[config.mk]
export PLATFORM = sky130hd
export DESIGN_NAME = vic_top
export DESIGN_NICKNAME = d
export VERILOG_FILES = /design/src/include/vic_pkg.sv /design/src/design/edge_sense.sv /design/src/design/vic_top.sv
export SDC_FILE = /design/constraint.sdc
export NUM_CORES = 1
export LEC_CHECK = 0
export BUFFER_PORTS_ARGS = -buffer_cell sky130_fd_sc_hd__buf_2
export CAP_MARGIN = 25
export CORE_UTILIZATION = 50
export DETAILED_ROUTE_END_ITERATION = 6
export PLACE_DENSITY = 0.76
export RECOVER_POWER = 50
export SETUP_SLACK_MARGIN = 0.15
export SLEW_MARGIN = 0
export SYNTH_ARGS = -nofsm -noshare
export SYNTH_HDL_FRONTEND = slang
export SYNTH_SLANG_ARGS = --single-unit
[constraint.sdc]
create_clock -name mclk_i -period 1.6 [get_ports mclk_i]
set_input_delay 0.08 -clock mclk_i [delete_from_list [all_inputs] [get_ports mclk_i]]
set_output_delay 0.08 -clock mclk_i [all_outputs]
set_load 0.02 [all_outputs]
[src/include/vic_pkg.sv]
// constants for the vectored interrupt controller with free-running timer
package vic_pkg;
   localparam int unsigned NUM_SRC   = 11;
   localparam int unsigned VEC_W     = 4;
   localparam int unsigned SRC_T128  = 0;
   localparam int unsigned SRC_T1024 = 1;
   localparam int unsigned SRC_EP0   = 2;
   localparam int unsigned NUM_EP    = 5;
   localparam int unsigned SRC_HUB   = 7;
   localparam int unsigned SRC_SINK  = 8;
   localparam int unsigned SRC_GPIO  = 9;
   localparam int unsigned SRC_I2C   = 10;

   localparam int unsigned SINK_W    = 8;
   localparam int unsigned GPIO_W    = 32;
   localparam int unsigned NUM_PORT  = 4;
   localparam int unsigned PORT_W    = 8;

   localparam int unsigned TMR_W     = 12;
   localparam int unsigned TMR_LO_W  = 8;
   localparam int unsigned TMR_HI_W  = 4;
   localparam int unsigned TMR_BIT_A = 6;
   localparam int unsigned TMR_BIT_B = 9;
   localparam int unsigned CLK_PERIOD_NS  = 8;
   localparam int unsigned TICK_PERIOD_NS = 1000;
   localparam int unsigned TICK_CYCLES    = TICK_PERIOD_NS / CLK_PERIOD_NS;
   localparam int unsigned PRE_W          = 7;

   localparam int unsigned BOOT_W    = 14;
   localparam logic [BOOT_W-1:0] BOOT_ADDR = 14'h0000;

   localparam logic [7:0] OFS_SRC_EN   = 8'h00;
   localparam logic [7:0] OFS_PEND     = 8'h04;
   localparam logic [7:0] OFS_TMR_LO   = 8'h08;
   localparam logic [7:0] OFS_TMR_HI   = 8'h0C;
   localparam logic [7:0] OFS_SINK_IE  = 8'h10;
   localparam logic [7:0] OFS_SINK_POL = 8'h14;
   localparam logic [7:0] OFS_GPIO_IE  = 8'h18;
   localparam logic [7:0] OFS_GPIO_POL = 8'h1C;
   localparam logic [7:0] OFS_STAT     = 8'h20;
   localparam logic [7:0] OFS_MASK     = 8'h24;

   localparam logic [NUM_SRC-1:0]  RST_SRC_EN   = 11'h000;
   localparam logic [SINK_W-1:0]   RST_SINK_IE  = 8'h00;
   localparam logic [SINK_W-1:0]   RST_SINK_POL = 8'h00;
   localparam logic [GPIO_W-1:0]   RST_GPIO_IE  = 32'h00000000;
   localparam logic [NUM_PORT-1:0] RST_GPIO_POL = 4'h0;
   localparam logic [NUM_SRC-1:0]  RST_MASK     = 11'h000;
endpackage

[src/design/edge_sense.sv]
// per-bit edge detector with selectable polarity
`timescale 1ns/1ps
`default_nettype none
module edge_sense #(
   parameter int unsigned W = 8
) (
   // clock and reset
   input  wire logic         mclk_i,
   input  wire logic         rst_i,
   // pins and polarity (1 = falling)
   input  wire logic [W-1:0] din_i,
   input  wire logic [W-1:0] fall_i,
   // one-cycle edge pulses
   output logic      [W-1:0] edge_o
);
   logic [W-1:0] prev_reg;
   logic         armed_reg;

   // first cycle after reset is ignored so a pin already high is no edge
   always_ff @(posedge mclk_i) begin
      if (rst_i) begin
         armed_reg <= 1'b0;
      end else begin
         armed_reg <= 1'b1;
      end
   end

   genvar i;
   generate
      for (i = 0; i < W; i++) begin : g_bit
         always_ff @(posedge mclk_i) begin
            if (rst_i) begin
               prev_reg[i] <= 1'b0;
            end else begin
               prev_reg[i] <= din_i[i];
            end
         end
         // rising when fall_i is 0, falling when 1
         assign edge_o[i] = armed_reg & (fall_i[i] ? (prev_reg[i] & ~din_i[i])
                                                   : (~prev_reg[i] & din_i[i]));
      end
   endgenerate
endmodule
`default_nettype wire

[src/design/vic_top.sv]
// vectored interrupt controller, free-running timer and AHB-Lite registers
`timescale 1ns/1ps
`default_nettype none
module vic_top (
   // clock and reset
   input  wire logic                          mclk_i,
   input  wire logic                          rst_i,
   // AHB-Lite slave
   input  wire logic                          hsel_i,
   input  wire logic [31:0]                   haddr_i,
   input  wire logic [1:0]                    htrans_i,
   input  wire logic                          hwrite_i,
   input  wire logic [2:0]                    hsize_i,
   input  wire logic                          hready_i,
   input  wire logic [31:0]                   hwdata_i,
   output logic      [31:0]                   hrdata_o,
   output logic                               hreadyout_o,
   output logic                               hresp_o,
   // event sources
   input  wire logic [vic_pkg::NUM_EP-1:0]    ep_event_i,
   input  wire logic                          hub_event_i,
   input  wire logic                          i2c_event_i,
   input  wire logic [vic_pkg::SINK_W-1:0]    sink_pin_i,
   input  wire logic [vic_pkg::GPIO_W-1:0]    gpio_pin_i,
   // vector handshake with the core
   output logic                               vec_req_o,
   output logic      [vic_pkg::VEC_W-1:0]     vec_num_o,
   input  wire logic                          vec_ack_i,
   // interrupt and boot
   output logic                               irq_o,
   output logic                               cpu_reset_o,
   output logic      [vic_pkg::BOOT_W-1:0]    boot_addr_o
);
   typedef enum logic [1:0] {
      ST_IDLE    = 2'b01,
      ST_PRESENT = 2'b10
   } vec_state_type;

   // lowest set index wins; index 0 is the highest priority
   function automatic logic [vic_pkg::VEC_W-1:0] first_set(
      input logic [vic_pkg::NUM_SRC-1:0] v);
      logic [vic_pkg::VEC_W-1:0] r;
      r = '0;
      for (int k = vic_pkg::NUM_SRC - 1; k >= 0; k--) begin
         if (v[k]) begin
            r = k[vic_pkg::VEC_W-1:0];
         end
      end
      return r;
   endfunction

   function automatic logic hit(input logic [7:0] a, input logic [7:0] ofs);
      return a == ofs;
   endfunction

   logic [vic_pkg::NUM_SRC-1:0]  src_en_reg;
   logic [vic_pkg::NUM_SRC-1:0]  pend_reg;
   logic [vic_pkg::NUM_SRC-1:0]  stat_reg;
   logic [vic_pkg::NUM_SRC-1:0]  mask_reg;
   logic [vic_pkg::SINK_W-1:0]   sink_ie_reg;
   logic [vic_pkg::SINK_W-1:0]   sink_pol_reg;
   logic [vic_pkg::GPIO_W-1:0]   gpio_ie_reg;
   logic [vic_pkg::NUM_PORT-1:0] gpio_pol_reg;
   logic [vic_pkg::PRE_W-1:0]    pre_reg;
   logic [vic_pkg::TMR_W-1:0]    cnt_reg;
   logic [vic_pkg::TMR_W-1:0]    cnt_next;
   logic [vic_pkg::TMR_HI_W-1:0] hi_hold_reg;
   logic                         tick;
   logic [vic_pkg::NUM_SRC-1:0]  src_ev;
   logic [vic_pkg::NUM_SRC-1:0]  live;
   logic [vic_pkg::NUM_SRC-1:0]  ack_clr;
   logic [vic_pkg::SINK_W-1:0]   sink_edge;
   logic [vic_pkg::GPIO_W-1:0]   gpio_edge;
   logic [vic_pkg::GPIO_W-1:0]   gpio_fall;
   vec_state_type                state_reg;
   logic [vic_pkg::VEC_W-1:0]    vec_num_reg;
   logic                         boot_hold_reg;
   logic                         rd_go;
   logic                         wr_go;
   logic                         wr_pend_reg;
   logic [7:0]                   wr_addr_reg;
   logic [31:0]                  rdata_reg;
   logic [7:0]                   a8;

   // ---------------- free-running timer ----------------
   always_ff @(posedge mclk_i) begin
      if (rst_i || tick) begin
         pre_reg <= '0;
      end else begin
         pre_reg <= pre_reg + 7'h01;
      end
   end
   assign tick = pre_reg == vic_pkg::PRE_W'(vic_pkg::TICK_CYCLES - 1);

   assign cnt_next = cnt_reg + 12'h001;
   always_ff @(posedge mclk_i) begin
      if (rst_i) begin
         cnt_reg <= '0;
      end else if (tick) begin
         cnt_reg <= cnt_next;
      end
   end

   // ---------------- pin edge sensing ----------------
   genvar p;
   generate
      for (p = 0; p < vic_pkg::NUM_PORT; p++) begin : g_port
         assign gpio_fall[p*vic_pkg::PORT_W +: vic_pkg::PORT_W] =
            {vic_pkg::PORT_W{gpio_pol_reg[p]}};
      end
   endgenerate

   edge_sense #(.W(vic_pkg::SINK_W)) u_sink_edge (
      .mclk_i (mclk_i),
      .rst_i  (rst_i),
      .din_i  (sink_pin_i),
      .fall_i (sink_pol_reg),
      .edge_o (sink_edge)
   );

   edge_sense #(.W(vic_pkg::GPIO_W)) u_gpio_edge (
      .mclk_i (mclk_i),
      .rst_i  (rst_i),
      .din_i  (gpio_pin_i),
      .fall_i (gpio_fall),
      .edge_o (gpio_edge)
   );

   // ---------------- source events ----------------
   always_comb begin
      src_ev = '0;
      src_ev[vic_pkg::SRC_T128]  = tick & ~cnt_reg[vic_pkg::TMR_BIT_A]
                                        & cnt_next[vic_pkg::TMR_BIT_A];
      src_ev[vic_pkg::SRC_T1024] = tick & ~cnt_reg[vic_pkg::TMR_BIT_B]
                                        & cnt_next[vic_pkg::TMR_BIT_B];
      src_ev[vic_pkg::SRC_EP0 +: vic_pkg::NUM_EP] = ep_event_i;
      src_ev[vic_pkg::SRC_HUB]  = hub_event_i;
      src_ev[vic_pkg::SRC_SINK] = |(sink_edge & sink_ie_reg);
      src_ev[vic_pkg::SRC_GPIO] = |(gpio_edge & gpio_ie_reg);
      src_ev[vic_pkg::SRC_I2C]  = i2c_event_i;
   end

   // ---------------- pending and vector delivery ----------------
   assign live = pend_reg & src_en_reg;

   always_comb begin
      ack_clr = '0;
      if (state_reg == ST_PRESENT && vec_ack_i) begin
         ack_clr[vec_num_reg] = 1'b1;
      end
   end

   // a new event in the acceptance cycle stays pending: set wins
   always_ff @(posedge mclk_i) begin
      if (rst_i) begin
         pend_reg <= '0;
      end else begin
         pend_reg <= (pend_reg & ~ack_clr) | (src_ev & src_en_reg);
      end
   end

   always_ff @(posedge mclk_i) begin
      if (rst_i) begin
         state_reg   <= ST_IDLE;
         vec_num_reg <= '0;
      end else begin
         case (state_reg)
            ST_IDLE: begin
               if (|live) begin
                  state_reg   <= ST_PRESENT;
                  vec_num_reg <= first_set(live);
               end
            end
            ST_PRESENT: begin
               // withdrawn if software disables the source meanwhile
               if (vec_ack_i || !live[vec_num_reg]) begin
                  state_reg <= ST_IDLE;
               end
            end
            default: begin
               state_reg <= ST_IDLE;
            end
         endcase
      end
   end

   assign vec_req_o = (state_reg == ST_PRESENT) && live[vec_num_reg];
   assign vec_num_o = vec_num_reg;

   // ---------------- sticky status and interrupt ----------------
   always_ff @(posedge mclk_i) begin
      if (rst_i) begin
         stat_reg <= '0;
      end else if (rd_go && hit(a8, vic_pkg::OFS_STAT)) begin
         stat_reg <= src_ev;
      end else begin
         stat_reg <= stat_reg | src_ev;
      end
   end
   assign irq_o = |(stat_reg & mask_reg);

   // ---------------- boot after reset ----------------
   always_ff @(posedge mclk_i) begin
      if (rst_i) begin
         boot_hold_reg <= 1'b1;
      end else begin
         boot_hold_reg <= 1'b0;
      end
   end
   assign cpu_reset_o = boot_hold_reg;
   assign boot_addr_o = vic_pkg::BOOT_ADDR;

   // ---------------- AHB-Lite slave ----------------
   assign a8          = haddr_i[7:0];
   assign rd_go       = hsel_i && htrans_i[1] && hready_i && !hwrite_i;
   assign wr_go       = hsel_i && htrans_i[1] && hready_i && hwrite_i;
   assign hreadyout_o = 1'b1;
   assign hresp_o     = 1'b0;
   assign hrdata_o    = rdata_reg;

   always_ff @(posedge mclk_i) begin
      if (rst_i) begin
         wr_pend_reg <= 1'b0;
         wr_addr_reg <= '0;
      end else begin
         wr_pend_reg <= wr_go;
         wr_addr_reg <= a8;
      end
   end

   // read data is formed in the address phase and stands in the data phase
   always_ff @(posedge mclk_i) begin
      if (rst_i) begin
         rdata_reg <= '0;
      end else if (rd_go) begin
         case (a8)
            vic_pkg::OFS_SRC_EN:   rdata_reg <= 32'(src_en_reg);
            vic_pkg::OFS_PEND:     rdata_reg <= 32'(pend_reg);
            vic_pkg::OFS_TMR_LO:   rdata_reg <= 32'(cnt_reg[vic_pkg::TMR_LO_W-1:0]);
            vic_pkg::OFS_TMR_HI:   rdata_reg <= 32'(hi_hold_reg);
            vic_pkg::OFS_SINK_IE:  rdata_reg <= 32'(sink_ie_reg);
            vic_pkg::OFS_SINK_POL: rdata_reg <= 32'(sink_pol_reg);
            vic_pkg::OFS_GPIO_IE:  rdata_reg <= gpio_ie_reg;
            vic_pkg::OFS_GPIO_POL: rdata_reg <= 32'(gpio_pol_reg);
            vic_pkg::OFS_STAT:     rdata_reg <= 32'(stat_reg);
            vic_pkg::OFS_MASK:     rdata_reg <= 32'(mask_reg);
            default:               rdata_reg <= 32'h00000000;
         endcase
      end
   end

   // upper bits frozen by the low read so a carry between reads is harmless
   always_ff @(posedge mclk_i) begin
      if (rst_i) begin
         hi_hold_reg <= '0;
      end else if (rd_go && hit(a8, vic_pkg::OFS_TMR_LO)) begin
         hi_hold_reg <= cnt_reg[vic_pkg::TMR_W-1:vic_pkg::TMR_LO_W];
      end
   end

   always_ff @(posedge mclk_i) begin
      if (rst_i) begin
         src_en_reg   <= vic_pkg::RST_SRC_EN;
         sink_ie_reg  <= vic_pkg::RST_SINK_IE;
         sink_pol_reg <= vic_pkg::RST_SINK_POL;
         gpio_ie_reg  <= vic_pkg::RST_GPIO_IE;
         gpio_pol_reg <= vic_pkg::RST_GPIO_POL;
         mask_reg     <= vic_pkg::RST_MASK;
      end else if (wr_pend_reg) begin
         if (hit(wr_addr_reg, vic_pkg::OFS_SRC_EN)) begin
            src_en_reg <= hwdata_i[vic_pkg::NUM_SRC-1:0];
         end
         if (hit(wr_addr_reg, vic_pkg::OFS_SINK_IE)) begin
            sink_ie_reg <= hwdata_i[vic_pkg::SINK_W-1:0];
         end
         if (hit(wr_addr_reg, vic_pkg::OFS_SINK_POL)) begin
            sink_pol_reg <= hwdata_i[vic_pkg::SINK_W-1:0];
         end
         if (hit(wr_addr_reg, vic_pkg::OFS_GPIO_IE)) begin
            gpio_ie_reg <= hwdata_i;
         end
         if (hit(wr_addr_reg, vic_pkg::OFS_GPIO_POL)) begin
            gpio_pol_reg <= hwdata_i[vic_pkg::NUM_PORT-1:0];
         end
         if (hit(wr_addr_reg, vic_pkg::OFS_MASK)) begin
            mask_reg <= hwdata_i[vic_pkg::NUM_SRC-1:0];
         end
      end
   end
endmodule
`default_nettype wire

* Word-level counts from Yosys, hierarchy flattened
Cells that the tools add are included.
** Word-level totals
- Output and inout port bits :: 55
- Input port bits :: 122
- Logic and storage cells :: 386
- Bits in registers :: 208
** Operators by class
- Order comparisons :: 2
- Reductions and logical operators :: 27
- Bitwise operators :: 215
- Equal/unequal tests :: 19
- Add/subtract/negate cells :: 2
- Multiplexer cells :: 63
** Operators by type and width (count)
- $pmux 32 s10 :: 1
- $and 1x1->1 :: 124
- $not 1->1 :: 82
- $eq 8x5->1 const B :: 8
- $and 11x11->11 :: 4
- $mux 1 :: 44
- $mux 4 :: 11
- $and 32x32->32 :: 1
- $reduce_or 32->1 :: 1
- $eq 8x6->1 const B :: 3
- $mux 11 :: 2
- $or 11x11->11 :: 2
- $reduce_or 11->1 :: 2
- $eq 8x4->1 const B :: 2
- $logic_not 8->1 :: 2
- $reduce_and 2->1 :: 8
- $add 12x1->12 const B :: 1
- $not 11->11 :: 1
- $logic_and 1x1->1 :: 9
- $and 8x8->8 :: 1
- $eq 8x3->1 const B :: 1
- $reduce_or 8->1 :: 1
- $add 7x1->7 const B :: 1
- $eq 7x7->1 const B :: 1
- 12 further kinds :: 15

* Logic depth before layout (Yosys ltp)
- Depth in word-level cells :: 12
- Gate-level depth with buffers :: 8
- Gate-level depth less buffers :: 8

* Cells and area by module
A second synthesis with hierarchy kept.
** Second synthesis, totals
- Cell total of the unflattened synthesis :: 1094
- Area total of the unflattened synthesis :: 9633.0 um^2
** Modules (own cells, without submodules)
- vic_top :: area an instance 7494.7 um^2, cells an instance 880, instances 1, seq. area each 3343.2 um^2
- edge_sense at u_gpio_edge :: area an instance 1702.9 um^2, cells an instance 171, instances 1, seq. area each 660.6 um^2
- edge_sense at u_sink_edge :: area an instance 435.4 um^2, cells an instance 43, instances 1, seq. area each 180.2 um^2

* Least setup slack after synthesis
Ideal clock, no wire load.
- Path kind :: reg-to-reg
- Start :: register vec_num_reg, in the netlist vec_num_o[0]
- End :: register state_reg[0]
- Data arrival time :: 2107 ps
- Clock period less this slack :: 2258 ps
- Path slack :: -658 ps
- Data required time :: 1449 ps
- Path buffers :: 1
- Cell stages (with the launch flop) :: 7
- Library setup time :: 151 ps
- Path through :: dfxtp_1 -> clkbuf_1 -> mux4_2 -> a21oi_1 -> a31oi_1 -> nor4b_2 -> a21oi_1
** On the way
- Word-level cells in the longest chain between the ends :: 6
** RTL lines
- from (decl) :: RTL line vic_top.sv:76 : logic [vic_pkg::VEC_W-1:0] vec_num_reg;
- from (signal assigned) :: RTL line vic_top.sv:171 : vec_num_reg <= first_set(live);
- $bmux 1 s4 :: RTL line vic_top.sv:176 : if (vec_ack_i || !live[vec_num_reg]) begin
- $mux 1 (implied by the code) :: RTL line vic_top.sv:176
- $logic_not 1->1 :: RTL line vic_top.sv:176
- $logic_or 1x1->1 :: RTL line vic_top.sv:176
- $ne 2x1->1 (no line)
- $reduce_and 2->1 (no line)
- to (signal assigned) :: RTL line vic_top.sv:170 : state_reg <= ST_PRESENT;
- to (signal assigned) :: RTL line vic_top.sv:177 : state_reg <= ST_IDLE;
- to (signal assigned) :: RTL line vic_top.sv:181 : state_reg <= ST_IDLE;
- to (decl) :: RTL line vic_top.sv:75 : vec_state_type state_reg;
Every way passes these cells. The select of a mux whose other input is x is not followed.
A chain may end at the register's enable or synchronous reset.

==> run metrics <==
outcome=finished with violations; total iterations of the first detailed-routing run=7; Clock Path Buffers=3; final non-filler cell total=1636; detailed placer's ending HPWL=19.44 mm; synth warn=0; Peak Freq=449.7 MHz; fin crit share=139.0%; setup ws final=-623.7 ps; Fillers=950; share of the yosys chip area belonging to registers=44.91%; total number of vias=10390; total of max-cap violations=0; CP max-delay cell=clkbuf_1; final core utilization=79.07%; ys async rst share=0%; Worst EP arrival=2610 ps; Worst slew margin=15.56%; failing checks=DRC, setup timing; Syn Area/Cell=8.950 µm²; row count=49; Cell Int Power=9.002 mW; leakage=5.877 nW; Ports=177; clock-pin slew on the worst setup and hold paths=60 ps; fin nets=1511; clock network power share=46.9%; min cycle time layout=2224 ps; Post-synth EDFFs=0; CP Data Required Time=1990 ps; PortBufs=132; DR WL/cell=24.42 µm; critical path type=in2reg; cell area after placement=0.01096 mm²; die area=0.01909 mm²; RSZ-0062 raised after global routing=true; initial DRC count=1294; core area=0.01809 mm²; final setup fails=183; H-tree depth=1; sw frac=23.84%; crit-path max FO=19; final instance area=0.01430 mm²; Placed Cells incl. Taps=1455; Via density=6.353; DIE WIDTH=138.2 µm; remaining global-route overflow=0; Synth Cell Area=0.009273 mm²; drc violations=64; first-pass GRT wire length=52.41 mm; Routed Antenna Nets=0; pin count of the biggest net entering global routing=55; Area contributors post-synth=dfxtp_1, mux2i_1, nand2_1; fraction of layout cells with a size suffix above 1=42.01%; Layout area overhead=54.22%; Clock Latency Late Sink=530 ps; crit start category=input pin; Root Driver=clkbuf_16; Yosys top cell area share=44.91%; Critical Path Sink Type=flip-flop; crit path cell chain=dlygate4sd3_1, clkbuf_1, inv_1, nand4_1, buf_4, o21ai_0; Chip Height=138.2 µm; Comb pwr share=8.0%; synthesized instance count=1036; vias in the first global route=9761; Peak VDD IR=0.6855 mV; Worst-Margin Slew=1267 ps; routability congestion estimate=0.9325; CTS tree=built; top_reg_cell synth=dfxtp_1; initial core utilization=51.27%; Num CTS Buffers=22; switching power=2.818 mW; Clock Sinks=208; Max Clock Skew=32.90 ps; Slew Limit Fails=0; Flop pwr share=45.1%; final hold vios=0; register bit count reported by yosys=208; Post-Route WL=39.96 mm; GRT Resource Usage Total=34.90%; Distinct cells, synth=70; Min-Delay Path Class=in2reg; initial antenna violation count=5; max incr delay on CP=930 ps; Synth area leader=dfxtp_1; Pwr Density=826.6 mW/mm²
==> cell usage after synthesis, types with 20 or more instances <==
cell type  instances
and3b_1           26
nor2_2            21
mux2i_1           61
a21oi_1           63
nand2_1          144
dfxtp_1          208
o21ai_0           63
nor2_1           106
nor3b_1           29
nor2b_1           53
clkbuf_1          30
a22oi_2           20
==> timing repair <==
item	CTS	global route
hold buffers	90	0
hold endpoints to repair	135	0
pin swaps	105	75
buffers inserted	25	12
gates resized for setup	208	138
cloned	7	2
setup endpoints to repair	96	119
==> layer usage <==
| layer | global-route usage (%) | up-vias | part of all wire (%) |
|---|---|---|---|
| li1 | - | 4319 | - |
| met1 | 42.51 | 4894 | 35 |
| met2 | 58.67 | 884 | 45 |
| met3 | 6.651 | 297 | 12 |
| met4 | 18.57 | 0 | 8.2 |
| met5 | 0 | - | 0 |
==> power by group through the flow <==
stage / combinational, mW / clock (mW) / sequential (mW)
after global routing: 0.977 / 5.76 / 5.33
after floorplan: 0.350 / 0 / 5.42
final: 0.942 / 5.55 / 5.33
after CTS: 0.825 / 5.49 / 5.32
after global placement: 0.595 / 0 / 5.43
after detailed placement: 0.605 / 0 / 5.44
==> logic make-up (layout without fill, tap and decap cells) <==
kind of cell	after synthesis	count (layout)	synth area share (%)
flip-flops	208	208	44.91
XOR/XNOR	15	15	1.417
AND/OR/NAND/NOR	459	459	26.16
adder cells (fa/ha/maj)	3	3	0.4048
multiplexers	71	71	8.406
other	2	21	0.08099
buffers and inverters	76	428	4.399
AO/OA/AOI/OAI	202	202	14.22
==> final timing paths <==
path,startpoint,endpoint,slack (ps),cells past startpoint
hold / removal,haddr_i[2],wr_addr_reg[2]$_SDFF_PP0_,20,3
hold reg to reg,hrdata_o[7]$_SDFFE_PP0P_,hrdata_o[7]$_SDFFE_PP0P_,460,2
setup reg to reg,gpio_pol_reg[1]$_SDFFE_PP0P_,pend_reg[9]$_SDFF_PP0_,-380,7
setup / recovery,rst_i,hrdata_o[9]$_SDFFE_PP0P_,-620,6
==> cell type report <==
class | count | area (µm²) | area share [%]
antenna | 5 | 12.51 | 0.08750
clock buffer | 29 | 648.1 | 4.532
clock inverter | 11 | 132.6 | 0.9275
inverter | 7 | 26.28 | 0.1837
multi-input combinational | 766 | 5742 | 40.15
sequential | 208 | 4252 | 29.73
tap | 229 | 286.5 | 2.004
timing repair buffer | 381 | 3201 | 22.38
==> stage by stage <==
| stage | TNS, ps | power, mW | hold slack [ps] | worst slack, ps |
|---|---|---|---|---|
| after global placement | -1238 | 6.027 | 307.3 | -304.0 |
| after detailed placement | -1624 | 6.041 | 316.5 | -374.4 |
| after CTS | -2254 | 11.63 | 3.655 | -526.0 |
| after floorplan | -766.9 | 5.770 | 107.7 | -318.7 |
| after global routing | -37350 | 12.06 | 34.57 | -656.6 |
| final | -40220 | 11.82 | 22.43 | -623.7 |
==> worst max-delay path: cells and delay by family <==
| kind | cells | cell delay [ps] |
|---|---|---|
| buffers and inverters | 4 | 2130 |
| AOI/OAI and AO/OA | 1 | 130 |
| and+or+nand+nor | 1 | 270 |
==> cell usage in the layout, fill, tap and decap left out, types with 6 or more instances in the layout <==
master and count:
a21oi_1 23, a21oi_2 39, a22o_1 6, a22oi_1 10, a22oi_2 21, and3b_1 26, buf_12 16, buf_16 6
buf_2 100, buf_4 106, buf_6 30, clkbuf_1 31, clkbuf_16 25, clkinv_2 7, conb_1 16, dfxtp_1 162
dfxtp_2 34, dfxtp_4 12, dlygate4sd3_1 89, mux2i_1 57, nand2_1 77, nand2_2 25, nand2_4 42, nand3_1 7
nand3_2 6, nand4_1 13, nor2_1 98, nor2_2 24, nor2b_1 52, nor3b_1 29, o21ai_0 30, o21ai_1 21
o21ai_2 13, o22ai_1 6, xnor2_1 6, xor2_1 8
(Power assumes the default switching activity.)
